### config.mk
export PLATFORM = sky130hd
export DESIGN_NAME = awm_alarm_warning_manager
export DESIGN_NICKNAME = d
export VERILOG_FILES = /design/src/awm_pkg.sv /design/src/awm_hist_if.sv /design/src/awm_alarm_warning_manager.sv /design/src/awm_hist_mem.sv
export VERILOG_INCLUDE_DIRS = /design/src
export SDC_FILE = /design/constraint.sdc
export NUM_CORES = 2
export LEC_CHECK = 0
export BUFFER_PORTS_ARGS = -buffer_cell sky130_fd_sc_hd__clkbuf_2
export CORE_MARGIN = 1.5
export CORE_UTILIZATION = 48
export CTS_CLUSTER_DIAMETER = 100
export CTS_CLUSTER_SIZE = 24
export DETAILED_ROUTE_END_ITERATION = 10
export RECOVER_POWER = 25
export REMOVE_ABC_BUFFERS = 1
export SYNTH_ARGS = -nofsm -noshare
export SYNTH_HDL_FRONTEND = slang
export SYNTH_HIERARCHICAL = 1
export SYNTH_SLANG_ARGS = --single-unit
### constraint.sdc
create_clock -name clk_sys_i -period 5.9 [get_ports clk_sys_i]
set_input_delay 1.18 -clock clk_sys_i [delete_from_list [all_inputs] [get_ports clk_sys_i]]
set_output_delay 1.18 -clock clk_sys_i [all_outputs]
set_load 0.02 [all_outputs]
### src/awm_defines.svh
// Constants of the alarm and warning manager: offsets, fields, counts, codes.
// Assumes inclusion by the package and the design files; holds definitions and nothing else.
`ifndef AWM_DEFINES_SVH
`define AWM_DEFINES_SVH

// ****************************************************************
// Clock and timing
// ****************************************************************
`define AWM_CLK_MHZ 200
`define AWM_TICK_MS 1000
`define AWM_TICK_W 32
`define AWM_TIME_W 16

// ****************************************************************
// Fault sources and history
// ****************************************************************
`define AWM_IDX_W 5
`define AWM_NUM_FLAG 16
`define AWM_NUM_SRC 19
`define AWM_LAST_SRC 5'd18
`define AWM_FIRST_WARN 14
`define AWM_IDX_C3 5'd6
`define AWM_IDX_E0 5'd8
`define AWM_IDX_E2 5'd9
`define AWM_IDX_P3 5'd13
`define AWM_IDX_WOFF 15
`define AWM_SUB_REC_BIT 7
`define AWM_HIST_DEPTH 32
`define AWM_HIST_AW 5
`define AWM_CNT_W 6
`define AWM_CODE_HOME 8'hee
`define AWM_SUB_NONE 8'h00
// Display codes of sources 18 down to 0 (F4 F3 F2 W1 W0 P3 E9..A0)
`define AWM_CODE_TABLE {8'hf4, 8'hf3, 8'hf2, 8'h51, 8'h50, 8'h73, \
	8'he9, 8'he8, 8'he7, 8'he2, 8'he0, 8'hc4, 8'hc3, 8'ha9, 8'ha7, \
	8'ha4, 8'ha2, 8'ha1, 8'ha0}

// ****************************************************************
// Register port
// ****************************************************************
`define AWM_REG_CTRL 4'h0
`define AWM_REG_CMD 4'h1
`define AWM_REG_STLO 4'h2
`define AWM_REG_STHI 4'h3
`define AWM_REG_MISC 4'h4
`define AWM_REG_HCNT 4'h5
`define AWM_CTRL_MODE_BIT 0
`define AWM_CMD_CLR_BIT 0
`define AWM_CMD_ZERO_BIT 1
`define AWM_MODE_FAULT 1'h0
`define AWM_CTRL_RST 1'h0

`endif

### src/awm_pkg.sv
// Types and decode functions of the alarm and warning manager.
// Assumes awm_defines.svh is on the include path.
`include "awm_defines.svh"

package awm_pkg;

	typedef enum logic [1:0] {
		AWM_S_IDLE,
		AWM_S_STAT,
		AWM_S_HIST,
		AWM_S_HREAD
	} awm_state_t;

	typedef enum logic [2:0] {
		AWM_TK_NONE,
		AWM_TK_STATUS,
		AWM_TK_HEADER,
		AWM_TK_RECORD,
		AWM_TK_END
	} awm_term_kind_t;

	typedef struct packed {
		logic [7:0] code;
		logic [7:0] sub;
		logic [`AWM_TIME_W-1:0] time_s;
		logic [`AWM_TIME_W-1:0] pwr_cnt;
	} awm_rec_t;

	// Display code of one source index
	function automatic logic [7:0] awm_code_of(input logic [4:0] idx);
		logic [8*`AWM_NUM_SRC-1:0] tbl;
		tbl = `AWM_CODE_TABLE;
		awm_code_of = tbl[idx*8 +: 8];
	endfunction : awm_code_of

	// Lowest active source at or above from; bit 5 tells found
	function automatic logic [5:0] awm_next_active(
		input logic [`AWM_NUM_SRC-1:0] vec,
		input logic [4:0] from);
		logic found;
		logic [4:0] idx;
		found = 1'b0;
		idx = 5'h00;
		for (int i = 0; i < `AWM_NUM_SRC; i++) begin
			if (!found && vec[i] && (i >= int'(from))) begin
				found = 1'b1;
				idx = 5'(i);
			end
		end
		awm_next_active = {found, idx};
	endfunction : awm_next_active

endpackage : awm_pkg

### src/awm_hist_if.sv
// Carrier between the manager and its history memory.
// Assumes one clock shared by both ends; no timing of its own.
`timescale 1ns/100ps
`include "awm_defines.svh"

interface awm_hist_if;
	import awm_pkg::*;
	logic we;
	logic [`AWM_HIST_AW-1:0] waddr;
	awm_rec_t wdata;
	logic [`AWM_HIST_AW-1:0] raddr;
	awm_rec_t rdata;
	modport ctrl(output we, output waddr, output wdata, output raddr,
		input rdata);
	modport mem(input we, input waddr, input wdata, input raddr,
		output rdata);
endinterface : awm_hist_if

### src/awm_alarm_warning_manager.sv
// Alarm, warning and over-travel manager with terminal readout and history.
// Assumes event inputs on clk_sys_i; pin inputs are asynchronous.
`timescale 1ns/100ps
`include "awm_defines.svh"

// What this block does
// [RQ1] Alarm opens driver-ready, servo-off; only reset clears, estop on release.
// [RQ2] Warning opens warning output; motor condition depends on the warning.
// [RQ3] Warnings clear by alarm-clear pin, clear command, or power cycle.
// [RQ4] Active limit opens its direction's output; party moves motor back out.
// [RQ5] Segment display shows fault codes only in mode zero, else I/O state.
// [RQ6] Status query lists each active fault, and nothing when none is active.
// [RQ7] Scroll key steps to next entry; quit key ends the session.
// [RQ8] Status list follows source index, not order of occurrence.
// [RQ9] History keeps at most 32 records.
// [RQ10] When full, oldest record drops and new one is appended.
// [RQ11] Readout numbers records newest first, newest being number 1.
// [RQ12] Record holds code, sub code, elapsed time and power-on count.
// [RQ13] Over-travel and emergency stop are never recorded.
// [RQ14] Undervoltage and RAM error never recorded; CPU/ROM by detail bit.
// [RQ15] Home reset by zero-set command or home return records event code.
// [RQ16] Outside party keeps power on just after a fault for recording.
// [RQ17] History readout opens with elapsed time and power-on count line.
// [RQ18] Status outputs stay closed normally and open only on abnormality.
// [RQ19] Any abnormality turns power LED orange; in mode zero the display names it.
// [RQ20] Each fault has its own flag, held until its own clear.
// [RQ21] History pointer starts newest, steps per scroll, ends after oldest.
module awm_alarm_warning_manager import awm_pkg::*; #(
	parameter int TICK_CYCLES = `AWM_TICK_MS * `AWM_CLK_MHZ * 1000
) (
	input wire logic clk_sys_i,
	input wire logic rst_i,
	input wire logic ce_i,
	input wire logic [3:0] reg_addr_i,
	input wire logic [7:0] reg_wdata_i,
	input wire logic reg_wr_i,
	input wire logic reg_rd_i,
	output logic [7:0] reg_rdata_o,
	input wire logic evt_valid_i,
	input wire logic [4:0] evt_index_i,
	input wire logic [7:0] evt_sub_i,
	input wire logic home_return_done_i,
	input wire logic emergency_stop_in_i,
	input wire logic alarm_clear_in_i,
	input wire logic hw_limit_plus_i,
	input wire logic hw_limit_minus_i,
	input wire logic soft_limit_plus_i,
	input wire logic soft_limit_minus_i,
	input wire logic [15:0] power_on_count_i,
	input wire logic [7:0] io_state_i,
	input wire logic status_monitor_query_i,
	input wire logic history_monitor_query_i,
	input wire logic scroll_key_i,
	input wire logic quit_key_i,
	output logic driver_ready_out_o,
	output logic warning_out_o,
	output logic overtravel_plus_out_o,
	output logic overtravel_minus_out_o,
	output logic servo_off_o,
	output logic servo_lock_o,
	output logic power_led_orange_o,
	output logic [7:0] seg_code_o,
	output logic seg_alarm_o,
	output logic term_valid_o,
	output logic [2:0] term_kind_o,
	output logic [5:0] term_number_o,
	output logic [7:0] term_code_o,
	output logic [7:0] term_sub_o,
	output logic [15:0] term_time_o,
	output logic [15:0] term_pwr_o,
	output logic term_busy_o
);

	// ****************************************************************
	// Pin synchronisers
	// ****************************************************************
	logic [3:0] pin_s1;
	logic [3:0] pin_s2;
	logic [3:0] pin_s3;
	logic [3:0] pin_q;
	logic clr_prev;
	logic estop;
	logic clr_rise;

	always_ff @(posedge clk_sys_i) begin
		if (rst_i) begin
			pin_s1 <= 4'h0;
			pin_s2 <= 4'h0;
			pin_s3 <= 4'h0;
		end else if (ce_i) begin
			pin_s1 <= {hw_limit_minus_i, hw_limit_plus_i,
				alarm_clear_in_i, emergency_stop_in_i};
			pin_s2 <= pin_s1;
			pin_s3 <= pin_s2;
		end
	end

	// A level counts once the second and third stages agree
	always_ff @(posedge clk_sys_i) begin
		if (rst_i) begin
			pin_q <= 4'h0;
			clr_prev <= 1'b0;
		end else if (ce_i) begin
			for (int i = 0; i < 4; i++) begin
				if (pin_s2[i] == pin_s3[i]) begin
					pin_q[i] <= pin_s3[i];
				end
			end
			clr_prev <= pin_q[1];
		end
	end

	assign estop = pin_q[0];
	assign clr_rise = pin_q[1] & ~clr_prev;

	// ****************************************************************
	// Register port
	// ****************************************************************
	logic disp_mode;
	logic cmd_wr;
	logic clear_cmd;
	logic absolute_zero_set_cmd;

	assign cmd_wr = reg_wr_i && (reg_addr_i == `AWM_REG_CMD);
	assign clear_cmd = cmd_wr && reg_wdata_i[`AWM_CMD_CLR_BIT];
	assign absolute_zero_set_cmd = cmd_wr && reg_wdata_i[`AWM_CMD_ZERO_BIT];

	always_ff @(posedge clk_sys_i) begin
		if (rst_i) begin
			disp_mode <= `AWM_CTRL_RST;
		end else if (ce_i && reg_wr_i && (reg_addr_i == `AWM_REG_CTRL)) begin
			disp_mode <= reg_wdata_i[`AWM_CTRL_MODE_BIT];
		end
	end

	// ****************************************************************
	// Fault flags
	// ****************************************************************
	logic [`AWM_NUM_FLAG-1:0] flags;
	logic warn_clear;
	logic any_alarm;
	logic any_warn;
	logic sw_ot;
	logic hw_ot;
	logic ot_plus;
	logic ot_minus;
	logic [`AWM_NUM_SRC-1:0] act_vec;

	assign warn_clear = clr_rise | clear_cmd; // [RQ3]

	// Set wins over clear; alarms only clear through reset
	always_ff @(posedge clk_sys_i) begin
		if (rst_i) begin
			flags <= '0; // [RQ1] [RQ3]
		end else if (ce_i) begin
			for (int i = 0; i < `AWM_NUM_FLAG; i++) begin
				flags[i] <= (evt_valid_i && (int'(evt_index_i) == i)) |
					(flags[i] & ~((i >= `AWM_FIRST_WARN) & warn_clear)); // [RQ20]
			end
		end
	end

	assign any_alarm = (|flags[`AWM_FIRST_WARN-1:0]) | estop; // [RQ1]
	assign any_warn = |flags[`AWM_NUM_FLAG-1:`AWM_FIRST_WARN]; // [RQ2]
	assign ot_plus = pin_q[2] | soft_limit_plus_i; // [RQ4]
	assign ot_minus = pin_q[3] | soft_limit_minus_i;
	assign sw_ot = soft_limit_plus_i | soft_limit_minus_i;
	assign hw_ot = pin_q[2] | pin_q[3];
	assign act_vec = {estop, hw_ot, sw_ot, flags}; // [RQ8]

	// ****************************************************************
	// Status outputs and display
	// ****************************************************************
	logic [5:0] disp_pick;

	assign disp_pick = awm_next_active(act_vec, 5'h00);

	always_ff @(posedge clk_sys_i) begin
		if (rst_i) begin
			driver_ready_out_o <= 1'b0;
			warning_out_o <= 1'b0;
			overtravel_plus_out_o <= 1'b0;
			overtravel_minus_out_o <= 1'b0;
			servo_off_o <= 1'b1;
			servo_lock_o <= 1'b0;
			power_led_orange_o <= 1'b0;
		end else if (ce_i) begin
			driver_ready_out_o <= ~any_alarm; // [RQ1] [RQ18]
			warning_out_o <= ~any_warn; // [RQ2] [RQ18]
			overtravel_plus_out_o <= ~ot_plus; // [RQ4] [RQ18]
			overtravel_minus_out_o <= ~ot_minus; // [RQ4] [RQ18]
			servo_off_o <= any_alarm | flags[`AWM_IDX_WOFF]; // [RQ1] [RQ2] [RQ14]
			servo_lock_o <= ot_plus | ot_minus;
			power_led_orange_o <= disp_pick[5]; // [RQ19]
		end
	end

	always_ff @(posedge clk_sys_i) begin
		if (rst_i) begin
			seg_code_o <= 8'h00;
			seg_alarm_o <= 1'b0;
		end else if (ce_i) begin
			if ((disp_mode == `AWM_MODE_FAULT) && disp_pick[5]) begin
				seg_code_o <= awm_code_of(disp_pick[4:0]); // [RQ5] [RQ19]
				seg_alarm_o <= 1'b1;
			end else begin
				seg_code_o <= io_state_i; // [RQ5]
				seg_alarm_o <= 1'b0;
			end
		end
	end

	// ****************************************************************
	// Elapsed time since power-on
	// ****************************************************************
	logic [`AWM_TICK_W-1:0] tick_cnt;
	logic [`AWM_TIME_W-1:0] secs;

	always_ff @(posedge clk_sys_i) begin
		if (rst_i) begin
			tick_cnt <= '0;
			secs <= '0;
		end else if (ce_i) begin
			if (tick_cnt == `AWM_TICK_W'(TICK_CYCLES - 1)) begin
				tick_cnt <= '0;
				secs <= secs + 1'b1;
			end else begin
				tick_cnt <= tick_cnt + 1'b1;
			end
		end
	end

	// ****************************************************************
	// History recording
	// ****************************************************************
	awm_hist_if hist();
	logic rec_excl;
	logic rec_want;
	logic pend_home;
	logic [`AWM_HIST_AW-1:0] wr_ptr;
	logic [`AWM_CNT_W-1:0] hist_cnt;
	logic [`AWM_CNT_W-1:0] rd_num;

	// Undervoltage and RAM error never; CPU and ROM error by detail bit
	assign rec_excl = (evt_index_i == `AWM_IDX_P3) ||
		(evt_index_i == `AWM_IDX_E0) ||
		(((evt_index_i == `AWM_IDX_C3) || (evt_index_i == `AWM_IDX_E2)) &&
		!evt_sub_i[`AWM_SUB_REC_BIT]); // [RQ14]
	// Sources from 16 up are over-travel and estop, never recorded
	assign rec_want = evt_valid_i &&
		(int'(evt_index_i) < `AWM_NUM_FLAG) && !rec_excl; // [RQ13]

	// A home event waits while a fault record takes the write port
	always_ff @(posedge clk_sys_i) begin
		if (rst_i) begin
			pend_home <= 1'b0;
		end else if (ce_i) begin
			pend_home <= home_return_done_i | absolute_zero_set_cmd |
				(pend_home & rec_want); // [RQ15]
		end
	end

	always_comb begin
		hist.we = rec_want | pend_home;
		hist.waddr = wr_ptr;
		hist.wdata.time_s = secs; // [RQ12]
		hist.wdata.pwr_cnt = power_on_count_i;
		if (rec_want) begin
			hist.wdata.code = awm_code_of(evt_index_i); // [RQ12]
			hist.wdata.sub = evt_sub_i;
		end else begin
			hist.wdata.code = `AWM_CODE_HOME; // [RQ15]
			hist.wdata.sub = `AWM_SUB_NONE;
		end
		hist.raddr = wr_ptr - `AWM_HIST_AW'(1) - rd_num[`AWM_HIST_AW-1:0]; // [RQ11]
	end

	// Pointer wraps so the oldest record is overwritten once full
	always_ff @(posedge clk_sys_i) begin
		if (rst_i) begin
			wr_ptr <= '0;
			hist_cnt <= '0;
		end else if (ce_i && hist.we) begin
			wr_ptr <= wr_ptr + 1'b1; // [RQ10]
			if (hist_cnt != `AWM_CNT_W'(`AWM_HIST_DEPTH)) begin
				hist_cnt <= hist_cnt + 1'b1; // [RQ9]
			end
		end
	end

	awm_hist_mem u_mem (
		.clk_sys_i(clk_sys_i),
		.ce_i(ce_i),
		.hist(hist.mem)
	);

	// ****************************************************************
	// Terminal readout
	// ****************************************************************
	awm_state_t state;
	logic [4:0] cur;
	logic [5:0] first_pick;
	logic [5:0] step_pick;

	assign first_pick = awm_next_active(act_vec, 5'h00);
	assign step_pick = awm_next_active(act_vec, cur + 1'b1);
	assign term_busy_o = (state != AWM_S_IDLE);

	always_ff @(posedge clk_sys_i) begin
		if (rst_i) begin
			state <= AWM_S_IDLE;
			cur <= '0;
			rd_num <= '0;
			term_valid_o <= 1'b0;
			term_kind_o <= AWM_TK_NONE;
			term_number_o <= '0;
			term_code_o <= 8'h00;
			term_sub_o <= 8'h00;
			term_time_o <= 16'h0000;
			term_pwr_o <= 16'h0000;
		end else if (ce_i) begin
			term_valid_o <= 1'b0;
			case (state)
			AWM_S_IDLE: begin
				if (status_monitor_query_i) begin
					if (first_pick[5]) begin // [RQ6]
						cur <= first_pick[4:0];
						term_valid_o <= 1'b1;
						term_kind_o <= AWM_TK_STATUS;
						term_number_o <= '0;
						term_code_o <= awm_code_of(first_pick[4:0]);
						term_sub_o <= 8'h00;
						term_time_o <= 16'h0000;
						term_pwr_o <= 16'h0000;
						state <= AWM_S_STAT;
					end
				end else if (history_monitor_query_i) begin
					rd_num <= '0; // [RQ21]
					term_valid_o <= 1'b1;
					term_kind_o <= AWM_TK_HEADER; // [RQ17]
					term_number_o <= '0;
					term_code_o <= 8'h00;
					term_sub_o <= 8'h00;
					term_time_o <= secs;
					term_pwr_o <= power_on_count_i;
					state <= AWM_S_HIST;
				end
			end
			AWM_S_STAT: begin
				if (quit_key_i) begin
					term_valid_o <= 1'b1;
					term_kind_o <= AWM_TK_END; // [RQ7]
					state <= AWM_S_IDLE;
				end else if (scroll_key_i) begin
					term_valid_o <= 1'b1;
					if (step_pick[5] && (cur != `AWM_LAST_SRC)) begin
						cur <= step_pick[4:0]; // [RQ7] [RQ8]
						term_kind_o <= AWM_TK_STATUS;
						term_code_o <= awm_code_of(step_pick[4:0]);
					end else begin
						term_kind_o <= AWM_TK_END;
						state <= AWM_S_IDLE;
					end
				end
			end
			AWM_S_HIST: begin
				if (quit_key_i) begin
					term_valid_o <= 1'b1;
					term_kind_o <= AWM_TK_END; // [RQ7]
					state <= AWM_S_IDLE;
				end else if (scroll_key_i) begin
					if (rd_num < hist_cnt) begin
						state <= AWM_S_HREAD;
					end else begin
						term_valid_o <= 1'b1;
						term_kind_o <= AWM_TK_END; // [RQ21]
						state <= AWM_S_IDLE;
					end
				end
			end
			AWM_S_HREAD: begin
				term_valid_o <= 1'b1;
				term_kind_o <= AWM_TK_RECORD;
				term_number_o <= rd_num + 1'b1; // [RQ11]
				term_code_o <= hist.rdata.code; // [RQ12]
				term_sub_o <= hist.rdata.sub;
				term_time_o <= hist.rdata.time_s;
				term_pwr_o <= hist.rdata.pwr_cnt;
				rd_num <= rd_num + 1'b1; // [RQ21]
				state <= AWM_S_HIST;
			end
			default: begin
				state <= AWM_S_IDLE;
			end
			endcase
		end
	end

	// ****************************************************************
	// Register read
	// ****************************************************************
	always_ff @(posedge clk_sys_i) begin
		if (rst_i) begin
			reg_rdata_o <= 8'h00;
		end else if (ce_i) begin
			reg_rdata_o <= 8'h00;
			if (reg_rd_i) begin
				case (reg_addr_i)
				`AWM_REG_CTRL: reg_rdata_o <= {7'h00, disp_mode};
				`AWM_REG_STLO: reg_rdata_o <= flags[7:0];
				`AWM_REG_STHI: reg_rdata_o <= flags[15:8];
				`AWM_REG_MISC: reg_rdata_o <= {3'h0, estop, hw_ot, sw_ot,
					any_warn, any_alarm};
				`AWM_REG_HCNT: reg_rdata_o <= {2'h0, hist_cnt};
				default: reg_rdata_o <= 8'h00;
				endcase
			end
		end
	end

endmodule : awm_alarm_warning_manager

### src/awm_hist_mem.sv
// History memory: one write port, one read port with registered data.
// Assumes a single clock and an enable that freezes it when low.
`timescale 1ns/100ps
`include "awm_defines.svh"

module awm_hist_mem import awm_pkg::*; (
	input wire logic clk_sys_i,
	input wire logic ce_i,
	awm_hist_if.mem hist
);

	awm_rec_t mem [`AWM_HIST_DEPTH];

	always_ff @(posedge clk_sys_i) begin
		if (ce_i && hist.we) begin
			mem[hist.waddr] <= hist.wdata;
		end
	end

	always_ff @(posedge clk_sys_i) begin
		if (ce_i) begin
			hist.rdata <= mem[hist.raddr];
		end
	end

endmodule : awm_hist_mem

Yosys cells after proc, flatten, opt, wreduce, memory -nomap -nowiden
Memories as Yosys holds them, arrays and structs flattened. A register that Yosys moved wholly into a read port is not among the register bits. Cells that the tools add are included.

Register bits after elaboration: 189. Latch bits: 0. Memory bits (writable): 1536. Bits in read-only memories: 0. Memories kept: 1.

Memories: u_mem.mem (depth 32, width 48, read ports 1, clocked after Yosys merged registers in 1, write ports 1, RTL line awm_hist_mem.sv:12) `` awm_rec_t mem [`AWM_HIST_DEPTH]; ``.

Add/sub/neg operators: 8. Multiply operators: 0. Div/mod/pow operators: 0. Order comparisons: 21. Equality and inequality tests: 47. Shifts and indexed selects: 3. Mux-type cells: 140. Bitwise gates (word level): 38. Reductions and logical operators: 144.

Operator list (count): $shiftx A152 B9 Y8 const A (3); $mux W5 (39); $mux W16 (6); $logic_and A1 B1 Y1 (82); $mux W8 (10); $pmux W16 S2 (2); $mux W1 (51); $eq A5 B5 Y1 const B (8); $ge A4 B5 Y1 const A (8); $pmux W8 S5 (1); $logic_not A1 Y1 (38); $eq A5 B4 Y1 const B (7); $add A32 B1 Y32 const B (1); $eq A32 B28 Y1 const B (1); $mux W32 (1); $mux W3 (9); $or A1 B1 Y1 (27); $mux W6 (4); $pmux W6 S2 (2); $pmux W8 S3 (1); $ge A3 B5 Y1 const A (4); $mux W2 (9); $ne A3 B3 Y1 const B (6); $add A16 B1 Y16 const B (1); 39 further kinds (80).

Logic depth before layout (Yosys ltp)
Depth in word-level cells: 81. Mapped depth: 18. Gate-level depth less buffers: 15.

By module
The synthesis kept the hierarchy.

Modules (own cells, without submodules): awm_hist_mem (times used 1, cells an instance 3366, area an instance 61208.7 um2, seq. area each 47565.6 um2); awm_alarm_warning_manager (times used 1, cells an instance 1311, area an instance 10528.8 um2, seq. area each 3783.6 um2).

Worst setup path before layout
OpenSTA, ideal clock, no wires.

Path kind: in2reg. From: input port evt_index_i[0]. To: memory u_mem/mem[12][0] (netlist bit), enable pin. Setup time: 0.454 ns. Arrival time: 4.773 ns. Slack: 0.673 ns. Stages on the path: 12. Path buffers: 2. Path through: inv_1 -> ha_1 -> clkbuf_1 -> inv_1 -> o21ai_0 -> a21oi_1 -> o31a_1 -> or2_2 -> nand2_1 -> or3_1 -> clkbuf_1 -> nor2_1.

Longest elaborated chain between the ends: 10. Elaborated cells on any way between the ends: 16.

Ends and longest elaborated chain: from (decl) (RTL line awm_alarm_warning_manager.sv:40) `input wire logic [4:0] evt_index_i,`; parallel branches: the longest is 5 deep, another holds $lt A5 B5 Y1; $logic_and A1 B1 Y1 * (RTL line awm_alarm_warning_manager.sv:250) `assign rec_want = evt_valid_i &&`; $or A1 B1 Y1 * (RTL line awm_alarm_warning_manager.sv:264) `hist.we = rec_want | pend_home;`; named net hist.we (RTL line awm_hist_if.sv:8) `logic we;`; $logic_and A1 B1 Y1 * (RTL line awm_hist_mem.sv:15) `if (ce_i && hist.we) begin`; $mux W1 * (RTL line awm_hist_mem.sv:15); $mux W1 (implied by the code) * (RTL line awm_hist_mem.sv:16) `mem[hist.waddr] <= hist.wdata;`; to (decl) (RTL line awm_hist_mem.sv:12).

Mark *: on every way through the listed nets, which the timed path passes.

Worst setup path in the final report
From: input port ce_i. To: memory u_mem/mem[13][12] (netlist bit), enable pin.

Longest elaborated chain between the ends: 3.

Ends and longest elaborated chain: from (decl) (RTL line awm_alarm_warning_manager.sv:33) `input wire logic ce_i,`; $logic_and A1 B1 Y1 (RTL line awm_hist_mem.sv:15); $mux W1 (RTL line awm_hist_mem.sv:15); $mux W1 (implied by the code) (RTL line awm_hist_mem.sv:16).

Every way passes these cells.

==> metrics.yaml <==
synth:
  synth_top_cell_area_share: 0.663
  synth_area_leaders: "edfxtp_1 66%, mux2i_1 11%, dfxtp_1 5.3%"
  ys_seq_area_frac: 0.716
  synthArstFlopShare: 0
  synth-edff-count: 1584
  ys_warn_count: 6
  syn_inst: 4677
  synth_ff_type: "edfxtp_1"
  ys_ff_latch: 1773
  synthDistinctLibCells: 85
  synth_area_leader_cell: "edfxtp_1"
  syn-cell-area_mm2: 0.0717
  avgSynthCellArea_um2: 15.3
outcome:
  violations: "max-capacitance violations, max-slew violations"
  run_status: "finished, violations left"
global_routing:
  grt_use_total: 0.243
  grt_start_max_net_pins: 100
  grt_pass1_wl_mm: 270
  grt_pass1_vias: 38700
  grt-ovfl-total: 0
  antenna_found_initial: 4
detailed_routing:
  wl_per_cell_um: 27.7
  drc: 0
  wl_mm: 188
  first_iter_violations: 3660
  drtPass1Iterations: 5
  antenna_left: 0
  via_per_inst: 6.07
  vias: 41100
floorplanning:
  fp.dieW_um: 390
  io_pins: 149
  die-height_um: 390
  fp-row-count: 141
  coreArea_mm2: 0.148
  fp.dieArea_mm2: 0.152
  start_util: 0.485
place:
  post-dp-hpwl_mm: 102
  place_area_mm2: 0.0749
  portBuffers: 142
  place_congestion: 0.863
layout:
  final_util: 0.523
  nFillCells: 12100
  syn_to_final_growth_pct: 7.91
  drive_above_1_share: 0.0876
  final_nets: 4876
  postLayoutCellArea_mm2: 0.0774
power:
  peakVddDrop_uv: 213
  leakage_nw: 30.0
  p_per_area_mw_per_mm2: 302
  p_sw_mw: 5.79
  power_frac_clock: 0.292
  intPower_mw: 17.6
  switching_share: 0.248
  comb_power_share: 0.113
  pwr-share-seq: 0.595
critical_path:
  critPathRequiredTime_ps: 6240
  crit_fanout: 27
  cp.arrival_ps: 5190
  cp.depth: 5
  rr_worst_depth: 13
  cp_top_family: "buffers and inverters"
  critPathMostFrequentCell: "buf_4"
  cp_slowest_cell: "clkbuf_1"
  crit_type: "in -> reg"
  max_stage_delay_ps: 1720
  crit_buf_inv: 3
  crit_path_start_kind: "primary input"
  crit_chain: "clkbuf_1, nand4b_1, buf_4, nor2_4, buf_4"
  crit_path_end_kind: "register"
clock_tree:
  numCtsBuffers: 86
  clk_pin_slew_ps: 80
  cts-resized-gates: 0
  cts_sinks: 1773
  cts_tree: "built"
  ctsHoldBuffers: 0
  clk_latency_ps: 740
  post_cts_buffers: 0
  root_buffer: "clkbuf_16"
  htreeDepth: 3
  cts_max_path_buffers: 3
timing:
  fin_crit_ps: 4850
  finalMaxSlewViolations: 25
  slew-limit-headroom: -0.683
  period_share: 0.821
  tns_ps: 0
  setup_viol: 0
  clock_skew_ps: 51.3
  rsz0062_at_grt: "false"
  fmax_mhz: 206
  finalHoldViolCount: 0
  max_slew.worst_pin.slew_ps: 2520
min_path:
  worstHoldPathCells: 2
  hold_class: "reg -> reg"
flow_run:
  drv_cap: 1
cells by family (layout without fill, tap and decap cells):
logic type | Yosys count | count (layout) | synth area share
adders and majority gates | 39 | 39 | 0.00691
DFF | 1773 | 1773 | 0.716
and+or+nand+nor | 945 | 945 | 0.0620
muxes | 811 | 811 | 0.113
buffers and inverters | 310 | 475 | 0.0243
xor gates and xnor gates | 58 | 58 | 0.00708
other | 0 | 1 | 0
AOI/OAI and AO/OA | 741 | 741 | 0.0707
path summary, 6_finish.rpt:
path | from | end | slack [ps]
worst max register to register | cur[0] | term_code_o[6] | 1090
worst min register to register | term_sub_o[4] | term_sub_o[4] | 450
worst max-delay path | ce_i | u_mem/mem[13][12] | 1050
worst min-delay path | term_sub_o[4] | term_sub_o[4] | 450
worst min-delay path, delay by kind of cell, from the launching register on:
family          cells  cell delay [ps]
simple gates        1               50
compound gates      1               50
flops               1              310
state kept, by name (all words and copies together), names as in the netlist, 16 cells and up:
name              flops
flags                16
secs                 16
tick_cnt             32
u_mem/mem          1536
term_time_o          16
term_pwr_o           16
u_mem/hist.rdata     48
stage by stage:
stage | std cells | hold WS, ps | power, mW | worst slack [ps]
after floorplan | 4407 | 430 | 17.3 | -19050
after global routing | 6772 | 481 | 24.1 | 748
final | 6773 | 454 | 23.4 | 1050
after global placement | 6613 | 442 | 16.8 | 1110
after CTS | 6772 | 456 | 23.5 | 1210
after detailed placement | 6613 | 444 | 16.8 | 1090
layout by cell type (no fill, tap or decap), types with 14 or more instances in the layout:
master,instances
buf_4,103
clkbuf_1,87
or3_1,17
nor2_4,35
a22oi_1,156
o21ai_0,45
edfxtp_1,1584
clkbuf_2,124
a211oi_1,32
a22o_1,96
inv_1,40
a31oi_1,59
nand3_1,181
nand2_1,253
and3_1,19
dfxtp_1,189
ha_1,36
nor2_1,205
nand4_1,16
clkbuf_16,88
xnor2_1,24
nor3_1,101
nand2b_1,17
a221oi_1,22
a21o_1,14
buf_12,21
a21oi_1,231
mux2i_1,808
xor2_1,34
nor3b_1,25
synthesized netlist by cell type, types with 4 or more instances:
cell type     n
nand2b_1     19
o32ai_1       5
buf_1        11
and4_1        8
o31a_1        4
dfxtp_1     189
nor3_1      101
clkbuf_1    122
o2bb2ai_1     4
a31oi_1      59
and3_1       19
o21ai_0      50
buf_6        44
o21a_1        4
o22ai_1       6
xor2_1       34
nand4_1      16
buf_4        41
nand3b_1      7
xnor2_1      24
nand3_1     181
o211ai_1      9
edfxtp_1   1584
a21boi_0      5
nor3b_1      25
mux2i_1     808
nor2_1      240
a22o_1       96
buf_2        49
a21oi_1     231
a221oi_1     22
inv_1        40
nor4_1        7
a21o_1       14
a22oi_1     156
and2_1       13
a211o_1       4
nand2_1     254
ha_1         38
nor4b_1       6
or2_2         8
or3_1        17
nor2b_1       7
a211oi_1     32
layer usage:
layer  global-route usage  routed length [µm]  part of all wire  vias up
met5                    0                   8          0.000043        -
met4               0.0558                4340             0.023        2
met3               0.0292               11100             0.059      239
met2                0.399               90100              0.48     1363
met1                0.349               82200              0.44    21300
li1                     -                   -                 -    18200
power groups by stage:
| stage | sequential, mW | combinational, mW | clock, mW |
|---|---|---|---|
| 2_1_floorplan | 14.2 | 3.11 | 0 |
| 3_3_place_gp | 14.2 | 2.62 | 0 |
| 3_5_place_dp | 14.2 | 2.63 | 0 |
| 4_1_cts | 13.9 | 2.64 | 6.97 |
| 5_1_grt | 13.9 | 2.82 | 7.36 |
| 6_report | 13.9 | 2.64 | 6.82 |
final cells by class:
type | count | area, µm² | area share
timing repair buffer | 276 | 1930 | 0.0249
tap | 1930 | 2410 | 0.0312
antenna | 1 | 2.50 | 0.0000323
clock inverter | 9 | 125 | 0.00162
sequential | 1773 | 51300 | 0.663
multi-input combinational | 2594 | 19000 | 0.245
clock buffer | 150 | 2450 | 0.0317
inverter | 40 | 150 | 0.00194
(Power assumes the default switching activity.)
